===== src/hw/bssj_pkg.sv =====
`default_nettype none
package bssj_pkg;

  // Opcode encodings
  localparam logic [7:0] OP_SET_CARRY = 8'h00_D3;
  localparam logic [7:0] OP_SET_BIT = 8'h00_D2;
  localparam logic [7:0] OP_SHORT_JUMP = 8'h00_80;
  localparam logic [7:0] OP_SUB_DIRECT = 8'h00_95;
  localparam logic [7:0] OP_SUB_IMM = 8'h00_94;
  localparam logic [4:0] OP_SUB_BANK_HI = 5'h0_13;  // 10011rrr
  localparam logic [6:0] OP_SUB_IND_HI = 7'h0_4B;   // 1001011i

  // Special function register addresses kept inside the core
  localparam logic [7:0] SFR_ACC_ADDR = 8'h00_E0;
  localparam logic [7:0] SFR_STATUS_ADDR = 8'h00_D0;

  // Status word field positions
  localparam int unsigned ST_CARRY_BIT = 7;
  localparam int unsigned ST_AUX_BIT = 6;
  localparam int unsigned ST_BANK_HI = 4;
  localparam int unsigned ST_BANK_LO = 3;
  localparam int unsigned ST_OVF_BIT = 2;

  // Bit-addressable area: bit addresses below this map to RAM bytes
  localparam logic [7:0] BIT_SFR_START = 8'h00_80;
  localparam logic [3:0] BIT_RAM_BASE_HI = 4'h2;

  // Reset values
  localparam logic [15:0] PC_RESET = 16'h0000;
  localparam logic [7:0] ACC_RESET = 8'h00_00;
  localparam logic [7:0] STATUS_RESET = 8'h00_00;

  // Instruction lengths in bytes
  localparam logic [15:0] LEN_ONE = 16'h0001;
  localparam logic [15:0] LEN_TWO = 16'h0002;

  // Clock phases of one machine cycle, Gray coded along the path
  typedef enum logic [1:0] {
    PH_FETCH = 2'b00,
    PH_OPERAND = 2'b01,
    PH_DATA = 2'b11,
    PH_FINISH = 2'b10
  } bssj_phase_t;

  // Decoded instruction kind
  typedef enum logic [2:0] {
    K_NONE = 3'd0,
    K_SET_CARRY = 3'd1,
    K_SET_BIT = 3'd2,
    K_SHORT_JUMP = 3'd3,
    K_SUB_BANK = 3'd4,
    K_SUB_IND = 3'd5,
    K_SUB_DIRECT = 3'd6,
    K_SUB_IMM = 3'd7
  } bssj_kind_t;

  // Whole state of the core
  typedef struct packed {
    bssj_phase_t phase;
    bssj_kind_t kind;
    logic second_mc;
    logic [15:0] pc;
    logic [7:0] acc;
    logic [7:0] status;
    logic [7:0] operand;
    logic [2:0] bit_index;
    logic [15:0] code_addr;
    logic [7:0] ram_addr;
    logic [7:0] ram_wdata;
    logic ram_we;
    logic done;
    logic unknown;
  } bssj_state_t;

endpackage : bssj_pkg
`default_nettype wire


===== src/hw/bssj_sub.sv =====
`default_nettype none
// Eight-bit subtract with borrow and the three borrow flags
module bssj_sub (
  input wire logic [7:0] i_minuend,
  input wire logic [7:0] i_subtrahend,
  input wire logic i_borrow,
  output logic [7:0] o_diff,
  output logic o_borrow7,
  output logic o_borrow3,
  output logic o_overflow
);

  logic [8:0] full_diff;
  logic [4:0] low_nibble;
  logic [7:0] low_seven;

  // Widened differences; the top bit of each is the borrow out
  always_comb begin
    full_diff = {1'b0, i_minuend} - {1'b0, i_subtrahend} - {8'h00, i_borrow};
    low_nibble = {1'b0, i_minuend[3:0]} - {1'b0, i_subtrahend[3:0]} - {4'h0, i_borrow};
    low_seven = {1'b0, i_minuend[6:0]} - {1'b0, i_subtrahend[6:0]} - {7'h00, i_borrow};
    o_diff = full_diff[7:0];
    o_borrow7 = full_diff[8];
    o_borrow3 = low_nibble[4];
    // Signed overflow: borrow into the top bit differs from borrow out of it
    o_overflow = low_seven[7] ^ full_diff[8];
  end

endmodule : bssj_sub
`default_nettype wire


===== src/hw/bssj_core.sv =====
`default_nettype none
// Notes on behaviour
// - Short jump always branches to next plus displacement
// - Displacement is signed, reach minus 128 to 127
// - Short jump opcode 80, two bytes, two cycles
// - Subtract operand and carry from accumulator
// - Carry set on borrow out of bit 7
// - Aux carry set on borrow from bit 3
// - Overflow when borrows out of 6, 7 differ
// - Subtract sources: bank, direct, indirect, immediate
// - Set-bit forces target one, flags otherwise unchanged
module bssj_core (
  input wire logic i_clock,
  input wire logic i_rst,
  input wire logic [7:0] i_code_data,
  input wire logic [7:0] i_ram_rdata,
  output logic [15:0] o_code_addr,
  output logic [7:0] o_ram_addr,
  output logic [7:0] o_ram_wdata,
  output logic o_ram_we,
  output logic [15:0] o_pc,
  output logic [7:0] o_acc,
  output logic [7:0] o_status,
  output logic o_instr_done,
  output logic o_unknown_op
);

  bssj_pkg::bssj_state_t q;
  bssj_pkg::bssj_state_t d;

  logic [7:0] src_byte;
  logic [7:0] sub_diff;
  logic sub_borrow7;
  logic sub_borrow3;
  logic sub_overflow;
  logic [1:0] bank;
  logic [7:0] bit_mask;
  logic [7:0] target_byte;
  logic is_sfr_form;

  assign bank = q.status[bssj_pkg::ST_BANK_HI:bssj_pkg::ST_BANK_LO];

  // Byte at the target address; accumulator and status live in the core, not in RAM
  always_comb begin
    is_sfr_form = (q.kind == bssj_pkg::K_SUB_DIRECT) || (q.kind == bssj_pkg::K_SET_BIT);
    if (is_sfr_form && (q.ram_addr == bssj_pkg::SFR_ACC_ADDR)) begin
      target_byte = q.acc;
    end else if (is_sfr_form && (q.ram_addr == bssj_pkg::SFR_STATUS_ADDR)) begin
      target_byte = q.status;
    end else begin
      target_byte = i_ram_rdata;
    end
    bit_mask = 8'h01 << q.bit_index;
  end

  // Source operand: immediate from the code byte, all others from the target byte
  always_comb begin
    if (q.kind == bssj_pkg::K_SUB_IMM) begin
      src_byte = q.operand;
    end else begin
      src_byte = target_byte;
    end
  end

  // Accumulator minus source minus carry
  bssj_sub u_sub (
    .i_minuend(q.acc),
    .i_subtrahend(src_byte),
    .i_borrow(q.status[bssj_pkg::ST_CARRY_BIT]),
    .o_diff(sub_diff),
    .o_borrow7(sub_borrow7),
    .o_borrow3(sub_borrow3),
    .o_overflow(sub_overflow)
  );

  // One machine cycle is four clock phases; the jump repeats them once
  always_comb begin
    d = q;
    d.done = 1'b0;
    d.ram_we = 1'b0;
    case (q.phase)
      bssj_pkg::PH_FETCH: begin
        d.phase = bssj_pkg::PH_OPERAND;
        if (!q.second_mc) begin
          // Opcode is on the code bus; decode it and point RAM at the register
          d.code_addr = q.pc + bssj_pkg::LEN_ONE;
          d.unknown = 1'b0;
          d.ram_addr = {3'b000, bank, 2'b00, i_code_data[0]};
          if (i_code_data == bssj_pkg::OP_SET_CARRY) begin
            d.kind = bssj_pkg::K_SET_CARRY;
          end else if (i_code_data == bssj_pkg::OP_SET_BIT) begin
            d.kind = bssj_pkg::K_SET_BIT;
          end else if (i_code_data == bssj_pkg::OP_SHORT_JUMP) begin
            d.kind = bssj_pkg::K_SHORT_JUMP;
          end else if (i_code_data[7:3] == bssj_pkg::OP_SUB_BANK_HI) begin
            d.kind = bssj_pkg::K_SUB_BANK;
            d.ram_addr = {3'b000, bank, i_code_data[2:0]};
          end else if (i_code_data[7:1] == bssj_pkg::OP_SUB_IND_HI) begin
            d.kind = bssj_pkg::K_SUB_IND;
            d.ram_addr = {3'b000, bank, 2'b00, i_code_data[0]};
          end else if (i_code_data == bssj_pkg::OP_SUB_DIRECT) begin
            d.kind = bssj_pkg::K_SUB_DIRECT;
          end else if (i_code_data == bssj_pkg::OP_SUB_IMM) begin
            d.kind = bssj_pkg::K_SUB_IMM;
          end else begin
            // Anything else is skipped as a one-byte no-op and flagged
            d.kind = bssj_pkg::K_NONE;
            d.unknown = 1'b1;
          end
        end
      end
      bssj_pkg::PH_OPERAND: begin
        d.phase = bssj_pkg::PH_DATA;
        if (!q.second_mc) begin
          // Second code byte and the register contents are both valid here
          d.operand = i_code_data;
          d.bit_index = i_code_data[2:0];
          case (q.kind)
            bssj_pkg::K_SUB_IND: begin
              d.ram_addr = i_ram_rdata;
            end
            bssj_pkg::K_SUB_DIRECT: begin
              d.ram_addr = i_code_data;
            end
            bssj_pkg::K_SET_BIT: begin
              if (i_code_data < bssj_pkg::BIT_SFR_START) begin
                d.ram_addr = {bssj_pkg::BIT_RAM_BASE_HI, i_code_data[6:3]};
              end else begin
                d.ram_addr = {i_code_data[7:3], 3'b000};
              end
            end
            default: begin
              d.ram_addr = q.ram_addr;
            end
          endcase
        end
      end
      bssj_pkg::PH_DATA: begin
        d.phase = bssj_pkg::PH_FINISH;
        if (!q.second_mc) begin
          d.pc = q.pc + bssj_pkg::LEN_ONE;
          case (q.kind)
            bssj_pkg::K_SET_CARRY: begin
              // Only the carry moves; the other status bits are kept
              d.status[bssj_pkg::ST_CARRY_BIT] = 1'b1;
            end
            bssj_pkg::K_SET_BIT: begin
              d.pc = q.pc + bssj_pkg::LEN_TWO;
              if (q.ram_addr == bssj_pkg::SFR_ACC_ADDR) begin
                d.acc = q.acc | bit_mask;
              end else if (q.ram_addr == bssj_pkg::SFR_STATUS_ADDR) begin
                d.status = q.status | bit_mask;
              end else begin
                // Read-modify-write keeps the seven neighbouring bits
                d.ram_wdata = target_byte | bit_mask;
                d.ram_we = 1'b1;
              end
            end
            bssj_pkg::K_SHORT_JUMP: begin
              // Sign extension gives the reach back 128 and forward 127
              d.pc = q.pc + bssj_pkg::LEN_TWO + {{8{q.operand[7]}}, q.operand};
            end
            bssj_pkg::K_SUB_BANK, bssj_pkg::K_SUB_IND,
            bssj_pkg::K_SUB_DIRECT, bssj_pkg::K_SUB_IMM: begin
              if ((q.kind == bssj_pkg::K_SUB_DIRECT) || (q.kind == bssj_pkg::K_SUB_IMM)) begin
                d.pc = q.pc + bssj_pkg::LEN_TWO;
              end
              d.acc = sub_diff;
              d.status[bssj_pkg::ST_CARRY_BIT] = sub_borrow7;
              d.status[bssj_pkg::ST_AUX_BIT] = sub_borrow3;
              d.status[bssj_pkg::ST_OVF_BIT] = sub_overflow;
            end
            default: begin
              d.pc = q.pc + bssj_pkg::LEN_ONE;
            end
          endcase
        end
      end
      bssj_pkg::PH_FINISH: begin
        d.phase = bssj_pkg::PH_FETCH;
        if ((q.kind == bssj_pkg::K_SHORT_JUMP) && !q.second_mc) begin
          // The jump spends a second, idle machine cycle
          d.second_mc = 1'b1;
        end else begin
          d.second_mc = 1'b0;
          d.done = 1'b1;
          d.code_addr = q.pc;
        end
      end
      default: begin
        d.phase = bssj_pkg::PH_FETCH;
      end
    endcase
  end

  // Single state register; the reset leaves the core fetching at address zero
  always_ff @(posedge i_clock or posedge i_rst) begin
    if (i_rst) begin
      q <= '{
        phase: bssj_pkg::PH_FETCH,
        kind: bssj_pkg::K_NONE,
        second_mc: 1'b0,
        pc: bssj_pkg::PC_RESET,
        acc: bssj_pkg::ACC_RESET,
        status: bssj_pkg::STATUS_RESET,
        operand: 8'h00,
        bit_index: 3'b000,
        code_addr: bssj_pkg::PC_RESET,
        ram_addr: 8'h00,
        ram_wdata: 8'h00,
        ram_we: 1'b0,
        done: 1'b0,
        unknown: 1'b0
      };
    end else begin
      q <= d;
    end
  end

  // Outputs straight from the state register
  assign o_code_addr = q.code_addr;
  assign o_ram_addr = q.ram_addr;
  assign o_ram_wdata = q.ram_wdata;
  assign o_ram_we = q.ram_we;
  assign o_pc = q.pc;
  assign o_acc = q.acc;
  assign o_status = q.status;
  assign o_instr_done = q.done;
  assign o_unknown_op = q.unknown;

endmodule : bssj_core
`default_nettype wire


===== config.mk =====
export PLATFORM = sky130hd
export DESIGN_NAME = bssj_core
export DESIGN_NICKNAME = d
export VERILOG_FILES = /design/src/hw/bssj_pkg.sv /design/src/hw/bssj_sub.sv /design/src/hw/bssj_core.sv
export SDC_FILE = /design/constraint.sdc
export NUM_CORES = 1
export LEC_CHECK = 0
export ABC_AREA = 0
export BUFFER_PORTS_ARGS = -buffer_cell sky130_fd_sc_hd__buf_2
export CAP_MARGIN = 20
export CORE_MARGIN = 5
export CORE_UTILIZATION = 28
export DETAILED_ROUTE_END_ITERATION = 16
export GPL_ROUTABILITY_DRIVEN = 0
export HOLD_SLACK_MARGIN = 0.03
export PLACE_DENSITY = 0.55
export SLEW_MARGIN = 20
export SYNTH_ARGS = -nofsm -noshare
export SYNTH_HDL_FRONTEND = slang
export SYNTH_SLANG_ARGS = --single-unit

===== constraint.sdc =====
create_clock -name i_clock -period 4.45 [get_ports i_clock]
set_input_delay 0.445 -clock i_clock [delete_from_list [all_inputs] [get_ports i_clock]]
set_output_delay 0.445 -clock i_clock [all_outputs]
set_load 0.05 [all_outputs]

* Word-level counts from Yosys, hierarchy flattened
Cells that the tools add are included.
Storage, ports and cells: register bits after elaboration 84, latch bits 0, RAM bits 0, memory bits (read-only) 0, bits of input ports 18, output and inout bits 67, logic and storage cells 128, memories kept 0
Cells by class: add/subtract/negate cells 9, multiply operators 0, div/mod/pow operators 0, magnitude comparators 1, equality and inequality tests 26, shift-type cells 1, multiplexer cells 46, bitwise operators 7, reduce and logical (&&, ||, !) cells 22
Operator list (count):
- 2-to-1 mux 8 bit | 8
- equality test 8 bit, second input constant | 7
- one-hot mux 16 bit (3 select lines) | 1
- 2-to-1 mux 3 bit | 11
- 2-to-1 mux 16 bit | 2
- one-hot mux 16 bit (2 select lines) | 1
- one-hot mux 8 bit (2 select lines) | 2
- 2-to-1 mux 24 bit | 1
- bitwise OR 8 bit | 3
- one-hot mux 8 bit (3 select lines) | 1
- AND reduction 5 bit | 4
- adder 16 x 1 -> 16 bit, second input constant | 1
- adder 16 bit | 1
- adder 16 x 2 -> 16 bit, second input constant | 1
- 2-to-1 mux 1 bit | 15
- equality test 3 bit, second input constant | 4
- subtractor 8 x 8 -> 9 bit | 1
- subtractor 9 x 1 -> 9 bit | 1
- < comparator 8 bit, second input constant | 1
- != test 2 bit, second input constant | 4
- one-hot mux 2 bit (4 select lines) | 1
- AND reduction 4 bit | 2
- << shifter 1 x 3 -> 8 bit, first input constant | 1
- subtractor 7 x 7 -> 8 bit | 1
- 24 further kinds | 37

* Depth between registers and ports, before layout
depth after elaboration 10, gate-level depth with buffers 18, depth with buffers taken out 17

* Hierarchy
A second synthesis with hierarchy kept.
Second synthesis, totals: cell total of the unflattened synthesis 791, area total of the unflattened synthesis 6507.5 µm²
Modules (own cells, without submodules):
- bssj_core | times used 1, cells an instance 719, area each 5925.7 µm², sequential area each 2026.9 µm²
- bssj_sub | times used 1, cells an instance 72, area each 581.8 µm², sequential area each 0.0 µm²

* Worst setup path after synthesis
Ideal clock, no wire load.
path kind register to register, start register q (netlist bit o_ram_addr[0]), end register q (netlist bit o_status[7]), arrival time 3630 ps, path slack 698 ps, cell stages (with the launch flop) 19, path through dfrtp_1 -> nor4_1 -> and3_1 -> nand4b_2 -> buf_2 -> mux2i_1 -> nor2_1 -> a21oi_1 -> o21ai_1 -> fa_1 -> inv_1 -> fa_1 -> nand2b_1 -> a2111o_1 -> a31o_1 -> a21oi_2 -> xnor2_1 -> a21oi_1 -> o22a_1
Between the ends: cells in the longest elaborated chain, start to end 8, elaborated cells on any way between the ends 13, those cells by class 2 x add/sub; 4 x eq/ne; 4 x mux; 3 x reduce/logical
RTL lines:
- start: declaration | line bssj_core.sv:28 | bssj_pkg::bssj_state_t q;
- start signal: assignment | line bssj_core.sv:199 | q <= '{
- equality test 8 bit | line bssj_core.sv:48, bssj_core.sv:151
- logical AND 1 bit | line bssj_core.sv:48 | end else if (is_sfr_form && (q.ram_addr == bssj_pkg::SFR_STATUS_ADDR)) begin
- 2-to-1 mux 8 bit | line bssj_core.sv:48
- 2-to-1 mux 8 bit | line bssj_core.sv:46 | if (is_sfr_form && (q.ram_addr == bssj_pkg::SFR_ACC_ADDR)) begin
- 2-to-1 mux 8 bit | line bssj_core.sv:58 | if (q.kind == bssj_pkg::K_SUB_IMM) begin
- subtractor 8 x 8 -> 9 bit | line bssj_sub.sv:19 | full_diff = {1'b0, i_minuend} - {1'b0, i_subtrahend} - {8'h00, i_borrow};
- subtractor 9 x 1 -> 9 bit | line bssj_sub.sv:19
- one-hot mux 1 bit (3 select lines) | line bssj_core.sv:142 | case (q.kind)
Several ways; a longest one is shown, not always the timed one. A chain may end at the register's enable or synchronous reset.

* Worst setup path after layout
start register q (netlist bit o_ram_addr[1]), end register q (netlist bit o_status[7])
The elaborated chain is that of the path after synthesis.

==> run summary <==
Hold-fix buffers, CTS - 0
H-Tree Depth - 3
Setup violators final - 0
RSZ-0062 raised after global routing - false
Post-synth EDFFs - 0
Post-synth top cells - dfrtp_1 (81), nor2_1 (75), a21oi_1 (71)
Synthesized cell area - 6470 µm²
CTS sink cnt - 81
Routed Antenna Nets - 0
Largest net degree at the start of global routing - 47
Synth Area in Simple Gates - 17.9%
Post-CTS sizing - 0
Synth cell types - 67
# nets final - 827
Worst-Margin Slew - 1.02 ns
Min-Delay Path Class - input pin to async pin
DIE AREA - 26200 µm²
Cell count after placement - 1049
Xor-xnor portion of the synthesized cell area - 7.18%
Max Clk Rate - 0.251 GHz
Synth area leaders - dfrtp_1 (31%), buf_4 (8.0%), ha_1 (6.0%)
Final core occ - 30.4%
Largest area contributor in the netlist - dfrtp_1
IO buf count - 84
Layout cell share with drive strength beyond 1 - 16.3%
Synth Flop Type - dfrtp_1
Post-CTS Setup Bufs - 0
Final wirelength - 17700 µm
Fin crit period - 3.98 ns
Seq. cell area - 2030 µm²
Yosys reg bits - 81
Met2 routed WL - 8100 µm
Root Buffer - clkbuf_16
Register area share after synthesis - 31.3%
Mux cell area share after synthesis - 2.94%
Multi-input logic area - 3610 µm²
Total power - 2.86 mW
Count leader, synth - dfrtp_1
Post-route setup TNS - 0 ns
DRC Markers - 0
Critical setup path kind - register to register
Die X - 162 µm
Num CTS Buffers - 9
Mapped Cells - 784
Final antenna diode count - 0
Via/cell ratio - 5.08
Area growth, synth to finish - 6.83%
Iter 0 DRT Violations - 392
Headroom to the max-slew limit - 31.9%
IO Pins - 85
P_leak - 3.21 nW
Slew Limit Fails - 0
Fin cells - 1065
Routed vias - 5409
Top sig layer - met4
Clock Pin Slew Worst Setup and Hold Paths - 0.07 ns
Met3 routed WL - 1350 µm
Worst-Skew Late Latency - 0.35 ns
Ys Warns - 0
CTS tree - yes
Core Area - 22700 µm²
Final hold vios - 0
Max Root-Sink Buffers - 2
DIE HEIGHT - 162 µm
Period utilisation layout - 89.4%
Crit end category - register
Wl on met1 - 8010 µm
Initial antenna violation count - 0
Synthesized net count - 836
Starting Density - 28.5%
Final Worst Setup Slack - 0.469 ns
Layout Skew - 0.0101 ns
GRT overflow - 0
Max VDD drop - 0.201 mV
Drt wl/cell - 16.6 µm
Drt pass-1 iters - 5
Synthesized-area fraction occupied by adder cells - 6.93%
Arrival time of the worst setup path - 4.21 ns
Largest family of logic cells by synthesized area - compound AO/OA/AOI/OAI gates
First-pass GRT wire length - 29000 µm
Cell Pwr Density - 415 nW/µm²
Post-synthesis compound-gate area fraction - 20.9%
CP max FO - 5
Vias in the first global route - 5214
Row cnt - 55
R2R Setup Slk - 0.47 ns
Avg Cell Area, Syn - 8.25 µm²
CP Data Required Time - 4.68 ns
Fillers - 2455
Cells on worst reg2reg path - 17
HPWL after DPL - 13400 µm
Gr usage total - 13.6%
CP Launch Type - register
Post-placement setup slack - 0.460 ns
Status - finished clean
Max-capacitance violation count - 0
Asr flop ratio synth - 100%
Synth top area share - 31.3%
[state kept, by name, summed over array words and instances (netlist names)]
name,count
o_ram_we,1
o_status,8
o_acc,8
o_ram_wdata,8
o_ram_addr,8
o_code_addr,16
o_instr_done,1
o_pc,16
q,14
o_unknown_op,1
[critical path, cell delays in order, from the launching register on]
cell      delay [ns]
dfrtp_1         0.39
nor4_1          0.28
and3_1          0.33
nand4b_2        0.24
mux2i_1         0.17
nor2_1          0.09
a21oi_1         0.07
o21ai_1         0.17
fa_1            0.18
inv_1           0.06
fa_1            0.40
nand2b_1        0.19
a2111o_1        0.44
a31o_1          0.24
a21oi_2         0.16
xnor2_1         0.17
a21oi_1         0.10
o22a_1          0.21
[cell families (layout without fill, tap and decap cells)]
family,count (synthesis),count (layout)
buffers and inverters,144,140
AND/OR/NAND/NOR,236,236
XOR/XNOR,53,53
multiplexers,18,18
AO/OA/AOI/OAI,218,218
adder cells (fa/ha/maj),34,34
flip-flops,81,81
[final timing paths]
check / from / endpoint
worst max-delay path: o_ram_addr[1] / o_status[7]
worst min-delay path: i_rst / q[39]
worst max register to register: o_ram_addr[1] / o_status[7]
worst min register to register: o_code_addr[0] / o_code_addr[0]
max in group asynchronous: i_rst / o_code_addr[6]
min in group i_clock: i_code_data[1] / q[39]
[area by class of cell]
| type | instances | area share (%) |
|---|---|---|
| multi-input cells | 559 | 52.2 |
| flip-flops and latches | 81 | 29.3 |
| repair buffers | 93 | 7.06 |
| well taps | 285 | 5.16 |
| clock buffers | 12 | 3.42 |
| inverters | 31 | 1.70 |
| clock inverters | 4 | 1.10 |
[power by group]
| group | switching (mW) | leakage [nW] | internal, mW | total, mW |
|---|---|---|---|---|
| sequential | 0.116 | 1.02 | 0.810 | 0.925 |
| combinational | 0.720 | 2.04 | 0.392 | 1.11 |
| clock | 0.331 | 0.147 | 0.495 | 0.826 |
| total | 1.17 | 3.21 | 1.70 | 2.86 |
[cells in the final DEF, fill, tap and decap left out, types with 5 or more instances in the layout]
cell,count
a211oi_1,6
a21o_1,13
a21oi_1,71
a22oi_1,8
a31oi_1,11
and3_1,13
buf_2,84
buf_4,9
clkbuf_16,9
dfrtp_1,81
ha_1,31
inv_1,29
mux2_2,8
mux2i_1,10
nand2_1,69
nand2b_1,7
nand3_1,9
nor2_1,75
nor2b_1,7
nor3_1,17
o21a_1,12
o21ai_0,22
o21ai_1,36
o22ai_1,5
xnor2_1,26
xor2_1,27
[stage by stage]
step                      hold slack [ns]  cell area [µm²]
final                               0.235             6910
after global routing                0.316             6910
after CTS                           0.269             6910
after detailed placement            0.478             6600
after global placement              0.473             6600
after floorplan                     0.450             6470
[routing by layer]
layer	track usage, %	vias up
met4	2.85	0
met3	3.17	14
met5	0	-
met1	18.6	2552
met2	22.1	182
li1	-	2661
(Power assumes the default switching activity.)
